File: config.mk
export PLATFORM = sky130hd
export DESIGN_NAME = mss_exec
export DESIGN_NICKNAME = d
export VERILOG_FILES = /design/src/mss_pkg.sv /design/src/mss_shift.sv /design/src/mss_exec.sv
export VERILOG_INCLUDE_DIRS = /design/src
export SDC_FILE = /design/constraint.sdc
export NUM_CORES = 1
export LEC_CHECK = 0
export BUFFER_PORTS_ARGS = -buffer_cell sky130_fd_sc_hd__buf_2
export CAP_MARGIN = 10
export CORE_MARGIN = 4
export CORE_UTILIZATION = 45
export CTS_CLUSTER_DIAMETER = 120
export DETAILED_ROUTE_END_ITERATION = 7
export GPL_ROUTABILITY_DRIVEN = 0
export HOLD_SLACK_MARGIN = 0.1
export PLACE_DENSITY = 0.66
export SLEW_MARGIN = 0
export SYNTH_ARGS = -nofsm -noshare
export SYNTH_HDL_FRONTEND = slang
export SYNTH_SLANG_ARGS = --single-unit
File: constraint.sdc
create_clock -name core_clk_in -period 7.8 [get_ports core_clk_in]
set_clock_uncertainty 0.15 [all_clocks]
set_input_delay 0.78 -clock core_clk_in [delete_from_list [all_inputs] [get_ports core_clk_in]]
set_output_delay 0.78 -clock core_clk_in [all_outputs]
set_load 0.05 [all_outputs]
File: src/mss_defs.svh
`ifndef MSS_DEFS_SVH
`define MSS_DEFS_SVH
// instruction word fields (bit 0 is the msb)
`define MSS_IR_W        12
`define MSS_N_W         4
`define MSS_GRP_MISC    7'h00
`define MSS_OP_ROL      7'h05
`define MSS_OP_ROR      7'h06
`define MSS_OP_SCR      7'h07
`define MSS_OP_SXL      7'h08
`define MSS_OP_SNS      7'h09
// miscellaneous group codes in N
`define MSS_N_HALT      4'h0
`define MSS_N_MODE      4'h2
`define MSS_N_FUNCS     4'h4
`define MSS_N_MQAC      4'h5
`define MSS_N_NOSAVE    4'h6
`define MSS_N_CLEAR     4'h9
`define MSS_N_ATR       4'hC
`define MSS_N_RTA       4'hD
`define MSS_N_COM       4'hF
// sense-skip codes in N
`define MSS_N_AZE       4'h8
`define MSS_N_APO       4'h9
`define MSS_N_LZE       4'hA
`define MSS_N_FLO       4'hC
`define MSS_N_QLZ       4'hD
`define MSS_N_SKP       4'hE
`define MSS_N_SNS_MAX   4'h5
// timing
`define MSS_CLK_NS      25
`define MSS_PAUSE_NS    50
`define MSS_PAUSE_CYC   ((`MSS_PAUSE_NS + `MSS_CLK_NS - 1) / `MSS_CLK_NS)
// bus map (word registers)
`define MSS_A_CTRL      32'h0000_0000
`define MSS_A_IR        32'h0000_0004
`define MSS_A_ACC       32'h0000_0008
`define MSS_A_MQ        32'h0000_000C
`define MSS_A_STAT      32'h0000_0010
`define MSS_A_XL        32'h0000_0014
`endif

File: src/mss_pkg.sv
package mss_pkg;
  typedef enum logic [2:0] {MSS_IDLE, MSS_TP1, MSS_TP4, MSS_PAUSE, MSS_TP5} mss_tstate_t;
  typedef struct packed {
    logic       link;
    logic [11:0] acc;
    logic [11:0] mq;
  } mss_regs_t;
  typedef struct packed {
    logic       instr_trap;
    logic       tape_trap;
    logic       half_size;
    logic       fast_sample;
    logic       tty_int_off;
  } mss_funcs_t;
endpackage : mss_pkg

File: src/mss_shift.sv
`timescale 1ns/1ps
`default_nettype none
// one place of rotate or scale on link, acc and mq (acc[11] is msb bit 0)
module mss_shift (
  // operation select
  input  wire logic              is_ror_in,
  input  wire logic              is_scr_in,
  input  wire logic              is_rol_in,
  input  wire logic              ibit_in,
  // data
  input  wire mss_pkg::mss_regs_t d_in,
  output var  mss_pkg::mss_regs_t q_out
);
  import mss_pkg::*;
  // bit 0 of the machine is index 11 here
  always_comb begin
    q_out = d_in;
    if (is_ror_in) begin
      // acc and mq as one 24 place loop, link joins when I is set
      q_out.acc = {(ibit_in ? d_in.link : d_in.mq[0]), d_in.acc[11:1]};
      q_out.mq  = {d_in.acc[0], d_in.mq[11:1]};
      if (ibit_in) q_out.link = d_in.mq[0];
    end else if (is_scr_in) begin
      // sign held, acc low bit into mq
      q_out.acc = {d_in.acc[11], d_in.acc[11:1]};
      q_out.mq  = {d_in.acc[0], d_in.mq[11:1]};
      if (ibit_in) q_out.link = d_in.acc[0];
    end else if (is_rol_in) begin
      q_out.acc = {d_in.acc[10:0], (ibit_in ? d_in.link : d_in.acc[11])};
      if (ibit_in) q_out.link = d_in.acc[11];
    end
  end
endmodule : mss_shift
`default_nettype wire

File: src/mss_exec.sv
// The implementer's own choices: the AHB-Lite interface to the registers and the placing of the registers.
`timescale 1ns/1ps
`default_nettype none
`include "mss_defs.svh"
// Behaviour
// - ir bits 0-6 zero selects misc group
// - halt clears run at pulse five
// - mode switch toggles mode at pulse one
// - set funcs: acc 2,3 set traps
// - acc 4-6 set options, 7 presets io
// - read funcs copies flags, other bits zero
// - mq shifted right one into acc
// - n six clears return save flag
// - clear acc, link, mq together
// - acc 6-11 into relays at five
// - relays into acc 6-11 at five
// - acc replaced by ones complement
// - zero shift count does nothing
// - sync at four, repeat after pause
// - rotate right acc-mq, link if I
// - scale right holds sign, link option
// - rotate left acc, link if I
// - skip on condition, bit 07 inverts
// - external level skip selected by n
// - sense switch n, 0456 always true
// - 0451 acc positive, 0450 acc zero
// - link zero, overflow, mq low zero
// - repeat released, last count ends state five
module mss_exec (
  // clock and reset
  input  wire logic        core_clk_in,
  input  wire logic        rst_in,
  // ahb-lite slave
  input  wire logic        hsel_in,
  input  wire logic [31:0] haddr_in,
  input  wire logic [1:0]  htrans_in,
  input  wire logic        hwrite_in,
  input  wire logic [2:0]  hsize_in,
  input  wire logic [31:0] hwdata_in,
  input  wire logic        hready_in,
  output logic      [31:0] hrdata_out,
  output logic             hreadyout_out,
  output logic             hresp_out,
  // console pins
  input  wire logic [5:0]  sense_sw_in,
  input  wire logic [15:0] ext_level_in,
  input  wire logic        overflow_in,
  // machine state out
  output logic             run_out,
  output logic             mode_out,
  output logic             skip_out,
  output logic             save_pc_out,
  output logic             io_preset_out,
  output logic      [5:0]  relay_out
);
  import mss_pkg::*;

  // synchronisers for pins
  logic [5:0]  sns_s1_r, sns_s2_r;
  logic [15:0] xl_s1_r, xl_s2_r;
  logic        flo_s1_r, flo_s2_r;
  always_ff @(posedge core_clk_in or posedge rst_in) begin
    if (rst_in) begin
      sns_s1_r <= 6'h0_0; sns_s2_r <= 6'h0_0;
      xl_s1_r  <= 16'h0000; xl_s2_r <= 16'h0000;
      flo_s1_r <= 1'b0; flo_s2_r <= 1'b0;
    end else begin
      sns_s1_r <= sense_sw_in; sns_s2_r <= sns_s1_r;
      xl_s1_r  <= ext_level_in; xl_s2_r <= xl_s1_r;
      flo_s1_r <= overflow_in; flo_s2_r <= flo_s1_r;
    end
  end

  // architectural state
  mss_tstate_t ts_r, ts_nxt;
  mss_regs_t   regs_r, regs_nxt, shifted;
  mss_funcs_t  funcs_r, funcs_nxt;
  logic [11:0] ir_r, ir_nxt;
  logic [3:0]  cnt_r, cnt_nxt;
  logic [1:0]  pause_r, pause_nxt;
  logic        sync_r, sync_nxt, rep_r, rep_nxt;
  logic        run_r, run_nxt, mode_r, mode_nxt, skip_r, skip_nxt;
  logic        save_r, save_nxt, pre_r, pre_nxt;
  logic [5:0]  relay_r, relay_nxt;
  logic        busy_r;

  // ahb-lite address phase capture
  logic        ap_wr_r;
  logic [31:0] ap_addr_r;
  logic [31:0] hrdata_r;
  logic        go_r;

  // decode of the latched word (machine bit 0 = ir[11])
  logic [6:0] opc;
  logic [3:0] n_fld;
  logic       ibit, is_misc, is_ror, is_scr, is_rol, is_sxl, is_sns, cond;
  assign opc     = ir_r[11:5];
  assign ibit    = ir_r[4];
  assign n_fld   = ir_r[3:0];
  // the opcode field is machine bits 0-6, the i bit sits just below it
  assign is_misc = (opc == `MSS_GRP_MISC);
  assign is_ror  = (opc == `MSS_OP_ROR);
  assign is_scr  = (opc == `MSS_OP_SCR);
  assign is_rol  = (opc == `MSS_OP_ROL);
  assign is_sxl  = (opc == `MSS_OP_SXL);
  assign is_sns  = (opc == `MSS_OP_SNS);

  // one place of shift for the repeat loop
  mss_shift u_shift (
    .is_ror_in (is_ror),
    .is_scr_in (is_scr),
    .is_rol_in (is_rol),
    .ibit_in   (ibit),
    .d_in      (regs_r),
    .q_out     (shifted)
  );

  // skip condition, before sense inversion
  always_comb begin
    cond = 1'b0;
    if (is_sxl) begin
      cond = xl_s2_r[n_fld];
    end else if (is_sns) begin
      if (n_fld <= `MSS_N_SNS_MAX) cond = sns_s2_r[3'(n_fld)];
      else if (n_fld == `MSS_N_SKP) cond = 1'b1;
      else if (n_fld == `MSS_N_APO) cond = !regs_r.acc[11];
      else if (n_fld == `MSS_N_AZE)
        cond = (regs_r.acc == 12'h000) || (regs_r.acc == 12'hFFF);
      else if (n_fld == `MSS_N_LZE) cond = !regs_r.link;
      else if (n_fld == `MSS_N_FLO) cond = flo_s2_r;
      else if (n_fld == `MSS_N_QLZ) cond = !regs_r.mq[0];
    end
  end

  // time state sequencer and execute effects
  always_comb begin
    ts_nxt = ts_r; regs_nxt = regs_r; funcs_nxt = funcs_r; ir_nxt = ir_r;
    cnt_nxt = cnt_r; pause_nxt = pause_r; sync_nxt = sync_r; rep_nxt = rep_r;
    run_nxt = run_r; mode_nxt = mode_r; skip_nxt = skip_r; save_nxt = save_r;
    pre_nxt = 1'b0; relay_nxt = relay_r;
    case (ts_r)
      MSS_IDLE: begin
        if (go_r) begin
          ts_nxt = MSS_TP1; skip_nxt = 1'b0;
        end
      end
      MSS_TP1: begin
        if (is_misc && n_fld == `MSS_N_MODE) mode_nxt = !mode_r;
        ts_nxt = MSS_TP4;
      end
      MSS_TP4: begin
        cnt_nxt = n_fld;
        if ((is_ror || is_scr || is_rol) && n_fld != 4'h0) begin
          sync_nxt  = 1'b1;
          pause_nxt = 2'(`MSS_PAUSE_CYC);
          ts_nxt    = MSS_PAUSE;
        end else begin
          ts_nxt = MSS_TP5; // zero count falls straight through
        end
      end
      MSS_PAUSE: begin
        // pause pulse after pulse four arms the repeat
        if (pause_r > 2'd1) pause_nxt = pause_r - 2'd1;
        else begin
          rep_nxt = sync_r;
          ts_nxt  = MSS_TP5;
        end
      end
      MSS_TP5: begin
        if (rep_r) begin
          // one place per repeated state five
          regs_nxt = shifted;
          cnt_nxt  = cnt_r - 4'd1;
          if (cnt_r == 4'd1) begin
            sync_nxt = 1'b0;
            rep_nxt  = 1'b0;
            ts_nxt   = MSS_IDLE;
          end
        end else begin
          ts_nxt = MSS_IDLE;
          if (is_misc) begin
            case (n_fld)
              `MSS_N_HALT: run_nxt = 1'b0;
              `MSS_N_FUNCS: begin
                if (!ibit) begin
                  funcs_nxt.instr_trap  = funcs_r.instr_trap  | regs_r.acc[9];
                  funcs_nxt.tape_trap   = funcs_r.tape_trap   | regs_r.acc[8];
                  funcs_nxt.half_size   = regs_r.acc[7];
                  funcs_nxt.fast_sample = regs_r.acc[6];
                  funcs_nxt.tty_int_off = regs_r.acc[5];
                  pre_nxt = regs_r.acc[4];
                end else begin
                  regs_nxt.acc = {2'b00, funcs_r, 5'b0_0000};
                end
              end
              `MSS_N_MQAC:   regs_nxt.acc = {1'b0, regs_r.mq[11:1]};
              `MSS_N_NOSAVE: save_nxt = 1'b0;
              `MSS_N_CLEAR: begin
                regs_nxt = '0;
              end
              `MSS_N_ATR:    relay_nxt = regs_r.acc[5:0];
              `MSS_N_RTA:    regs_nxt.acc[5:0] = relay_r;
              `MSS_N_COM:    regs_nxt.acc = ~regs_r.acc;
              default: ;
            endcase
          end else if (is_sxl || is_sns) begin
            skip_nxt = cond ^ ibit;
          end
        end
      end
      default: ts_nxt = MSS_IDLE;
    endcase
    // io preset wipes the device flags
    if (pre_r) begin
      funcs_nxt = '0;
    end
    // bus writes load machine words while idle
    if (ap_wr_r && ts_r == MSS_IDLE) begin
      if (ap_addr_r == `MSS_A_IR) ir_nxt = hwdata_in[11:0];
      else if (ap_addr_r == `MSS_A_ACC) regs_nxt.acc = hwdata_in[11:0];
      else if (ap_addr_r == `MSS_A_MQ) regs_nxt.mq = hwdata_in[11:0];
      else if (ap_addr_r == `MSS_A_CTRL) begin
        run_nxt  = hwdata_in[0];
        mode_nxt = hwdata_in[1];
        save_nxt = hwdata_in[2];
        regs_nxt.link = hwdata_in[3];
      end
    end
  end

  assign busy_r = (ts_r != MSS_IDLE);

  // state registers
  always_ff @(posedge core_clk_in or posedge rst_in) begin
    if (rst_in) begin
      ts_r <= MSS_IDLE; regs_r <= '0; funcs_r <= '0; ir_r <= 12'h000;
      cnt_r <= 4'h0; pause_r <= 2'h0; sync_r <= 1'b0; rep_r <= 1'b0;
      run_r <= 1'b0; mode_r <= 1'b0; skip_r <= 1'b0; save_r <= 1'b0;
      pre_r <= 1'b0; relay_r <= 6'h00;
    end else begin
      ts_r <= ts_nxt; regs_r <= regs_nxt; funcs_r <= funcs_nxt; ir_r <= ir_nxt;
      cnt_r <= cnt_nxt; pause_r <= pause_nxt; sync_r <= sync_nxt; rep_r <= rep_nxt;
      run_r <= run_nxt; mode_r <= mode_nxt; skip_r <= skip_nxt; save_r <= save_nxt;
      pre_r <= pre_nxt; relay_r <= relay_nxt;
    end
  end

  // ahb-lite: writes land in the data phase; reads answered one cycle later
  logic        ap_wr_nxt, ap_rd_nxt, go_nxt;
  logic [31:0] ap_addr_nxt, hrdata_nxt;
  logic        acc_ok;
  always_comb begin
    acc_ok      = hsel_in && hready_in && htrans_in[1];
    ap_wr_nxt   = acc_ok && hwrite_in;
    ap_rd_nxt   = acc_ok && !hwrite_in;
    ap_addr_nxt = acc_ok ? haddr_in : ap_addr_r;
    // a halted machine takes no start
    go_nxt      = ap_wr_r && ap_addr_r == `MSS_A_STAT && hwdata_in[0] && !busy_r && run_r;
    hrdata_nxt  = hrdata_r;
    if (ap_rd_nxt) begin
      // unmapped reads return zero
      if (haddr_in == `MSS_A_CTRL)
        hrdata_nxt = {28'h000_0000, regs_r.link, save_r, mode_r, run_r};
      else if (haddr_in == `MSS_A_IR)  hrdata_nxt = {20'h0_0000, ir_r};
      else if (haddr_in == `MSS_A_ACC) hrdata_nxt = {20'h0_0000, regs_r.acc};
      else if (haddr_in == `MSS_A_MQ)  hrdata_nxt = {20'h0_0000, regs_r.mq};
      else if (haddr_in == `MSS_A_STAT)
        hrdata_nxt = {18'h0_0000, relay_r, funcs_r, skip_r, busy_r, 1'b0};
      else hrdata_nxt = 32'h0000_0000;
    end
  end

  // bus registers (size ignored: whole words only)
  always_ff @(posedge core_clk_in or posedge rst_in) begin
    if (rst_in) begin
      ap_wr_r <= 1'b0; ap_addr_r <= 32'h0000_0000;
      hrdata_r <= 32'h0000_0000; go_r <= 1'b0;
    end else begin
      ap_wr_r <= ap_wr_nxt; ap_addr_r <= ap_addr_nxt;
      hrdata_r <= hrdata_nxt; go_r <= go_nxt;
    end
  end

  // outputs straight from flops, except hreadyout and hresp, which are tied to constants
  assign hrdata_out    = hrdata_r;
  assign hreadyout_out = 1'b1;
  assign hresp_out     = 1'b0;
  assign run_out       = run_r;
  assign mode_out      = mode_r;
  assign skip_out      = skip_r;
  assign save_pc_out   = save_r;
  assign io_preset_out = pre_r;
  assign relay_out     = relay_r;
endmodule : mss_exec
`default_nettype wire

==> impl_results.md <==
* Status: complete, no violations
* Post-synth cell types at 69
* Initial antenna violation count at 0
* Crit path DAT at 3.19 ns
* CP Launch Type: flip-flop
* Worst R2R Path Depth at 6
* Kind of critical path: reg -> reg
* Post-CTS Hold Buffers at 0
* Num CTS Buffers at 17
* Slew Limit Fails at 0
* Max IR drop VDD at 0.1505 mV
* Largest net degree at the start of global routing at 101
* Die footprint at 19980 um^2
* Crit path max fanout at 12
* Worst-path clk slew at 0.07 ns
* Ys flop type: dfrtp_1
* Setup repair bufs after CTS at 0
* Share of cells above drive strength 1 at 23.84%
* Final nets at 947
* Post-layout util at 52.11%
* TNS Setup at 0 ns
* Post-CTS resize count at 0
* Via-to-Cell Ratio at 5.919
* Post-synthesis instance area at 8004 um^2
* Max cap viols at 0
* Worst hold path class: reg -> reg
* Post-route DRC at 0
* Slew margin rel. at 31.10%
* Main combinational cell family by area after synthesis: compound AO/OA/AOI/OAI gates
* Adder-cell area share of the yosys netlist at 0.4690%
* TritonCTS clock tree: yes
* Core Region at 17360 um^2
* P_leak at 3.936 nW
* Placed Cells at 1053
* Syn Area/Cell at 10.22 um^2
* DIE HEIGHT at 141.4 um
* First-pass GRT wire length at 33310 um
* Top-level I/O count at 142
* Initial DRT Pass Iterations at 5
* Cell Count, Final, Fillers Out at 1085
* Post-Synth Simple-Gate Area at 16.10%
* PD cells at 244.1 nW/um^2
* Post-synthesis mux area share at 11.40%
* TritonCTS Sinks at 158
* GRT Total Usage at 21.12%
* Filler instances at 1588
* Mean routed wirelength per cell at 19.25 um
* CTS Buffer Depth at 2
* Post-DP HPWL at 14600 um
* Synth Instances at 783
* Final setup viols at 0
* Asr flop ratio synth at 100.0%
* Clk_lat worst skew at 0.43 ns
* Worst slew pin tran at 1.028 ns
* Total Power at 0.002207 W
* CTS root buffer: clkbuf_16
* Grt total ovfl at 0
* Worst Path Required at 7.96 ns
* Compound-Gate Fraction of Synth Area at 16.23%
* Min cycle time layout at 3.032 ns
* Synthesis-to-layout area growth at 12.99%
* Vias in the first global route at 6089
* DIE WIDTH at 141.4 um
* Iter 0 DRT Violations at 580
* Fmax at 0.3299 GHz
* Vias at 6422
* Post-Synth XOR/XNOR Area at 0.2189%
* Count of input and output buffers at 97
* Routed wire length at 20880 um
* Post-synthesis sequential area ratio at 49.40%
* Hold Vio Cnt, Final at 0
* Crit end category: flip-flop
* Fin crit share at 38.87%
* Antenna Cells at 0
* RSZ-0062 raised after global routing: false
* Syn. warnings at 0
* WHS Path Cells at 0
* Post-DRT Antenna Nets at 0
* Register bit count reported by yosys at 158
* Site row count at 48
* H-tree levels at 4
* EDFF count, synth at 0
* Starting Density at 46.11%
## path summary, 6_finish.rpt
check / endpoint / from / slack [ns]
worst max-delay path: regs_r[3]$_DFF_PP0_ / ir_r[11]$_DFFE_PP0P_ / 4.77
worst min-delay path: xl_s2_r[10]$_DFF_PP0_ / xl_s1_r[10]$_DFF_PP0_ / 0.20
worst max register to register: regs_r[3]$_DFF_PP0_ / ir_r[11]$_DFFE_PP0P_ / 4.77
worst min register to register: xl_s2_r[10]$_DFF_PP0_ / xl_s1_r[10]$_DFF_PP0_ / 0.20
max in group asynchronous: hrdata_out[5]$_DFFE_PP0P_ / rst_in / 5.82
min in group asynchronous: xl_s1_r[13]$_DFF_PP0_ / rst_in / 0.37
## registers in the layout, indices dropped and copies added (netlist names), 5 cells and up
signal,flops
sns_s1_r,6
hrdata_out,14
ap_addr_r,32
funcs_r,5
relay_out,6
sns_s2_r,6
ir_r,12
xl_s1_r,16
xl_s2_r,16
regs_r,25
## cell usage after synthesis (4+ instances only)
cell type    n  area [um^2]
nor4_1      17        106.4
nand3b_1     6        45.04
or3_1        7        43.79
nor2b_1     11        68.82
nor2_1      47        176.4
o31a_1       6        52.55
o31ai_1     14        105.1
mux4_2       5        112.6
and3_1       9        56.30
and2_1       4        25.02
a221oi_1    10        87.58
clkbuf_1    25        93.84
mux2_2      47        529.3
o211ai_1     4        30.03
buf_2       19        95.09
a31oi_1      7        43.79
nor3_1      28        140.1
nand4_1      8        50.05
dfrtp_1    158         3954
nor3b_1      5        37.54
o21ai_0     50        250.2
nand3_1     15        75.07
mux2i_1     27        270.3
inv_1       17        63.81
nand2_1     61        229.0
o22ai_1      5        31.28
a2bb2oi_1    9        78.83
a21o_1      15        112.6
buf_4       26        195.2
a21oi_1     63        315.3
## area by class of cell
class,instances,area (um^2),area share (%)
Inverter,18,72.57,0.8024
Multi-Input combinational cell,550,3630,40.14
Clock buffer,18,439.2,4.856
Sequential cell,158,3954,43.72
Timing Repair Buffer,102,523.0,5.783
Clock inverter,14,143.9,1.591
Tap cell,225,281.5,3.113
## routing by layer
metal / track usage (%) / vias up / part of all wire, %
met5: 0 / - / 0
met4: 8.312 / 0 / 2.9
met3: 5.157 / 51 / 9.1
met2: 31.48 / 306 / 45
met1: 29.82 / 3114 / 43
li1: - / 2951 / -
## cells in the final DEF, fill, tap and decap left out, types with 7 or more instances in the layout
cell type	n
mux2i_1	27
clkbuf_16	17
o21ai_0	50
a21o_1	15
nand4_1	8
inv_1	16
inv_6	8
nor4_1	17
nor3_1	28
nor2_1	47
conb_1	20
a31oi_1	7
and3_1	9
dfrtp_1	158
a2bb2oi_1	9
o31ai_1	14
nand3_1	15
mux2_2	47
a221oi_1	10
nand2_1	61
a21oi_1	63
buf_2	97
nor2b_1	11
or3_1	7
## power by group
group          switching (W)  leakage, nW  internal (W)
combinational       0.000204         1.71      0.000153
sequential          0.000120         1.94      0.000906
clock               0.000364        0.287      0.000460
## per-stage QoR
| step | cell area (um^2) | hold slack [ns] | setup slack, ns |
|---|---|---|---|
| final | 9044 | 0.1983 | 4.768 |
| after global placement | 8461 | 0.1824 | 4.835 |
| after global routing | 9044 | 0.2057 | 4.575 |
| after detailed placement | 8461 | 0.1847 | 4.802 |
| after CTS | 9044 | 0.1997 | 4.833 |
| after floorplan | 8071 | 0.1812 | 2.607 |
## logic make-up after synthesis
family                     Yosys count
AOI/OAI and AO/OA                  207
xor gates and xnor gates             2
adders and majority gates            3
buffers and inverters               93
DFF                                158
muxes                               79
other                                2
and+or+nand+nor                    239
## worst max-delay path, cell delays in order, from the launching register on
cell and delay (ns):
dfrtp_1 0.47, nor4_4 0.57, and2_0 0.40, nand2_1 0.13
nor3_2 0.79, nor3_1 0.18, a21o_1 0.21
Note: power is estimated with default switching activity, not from simulation.
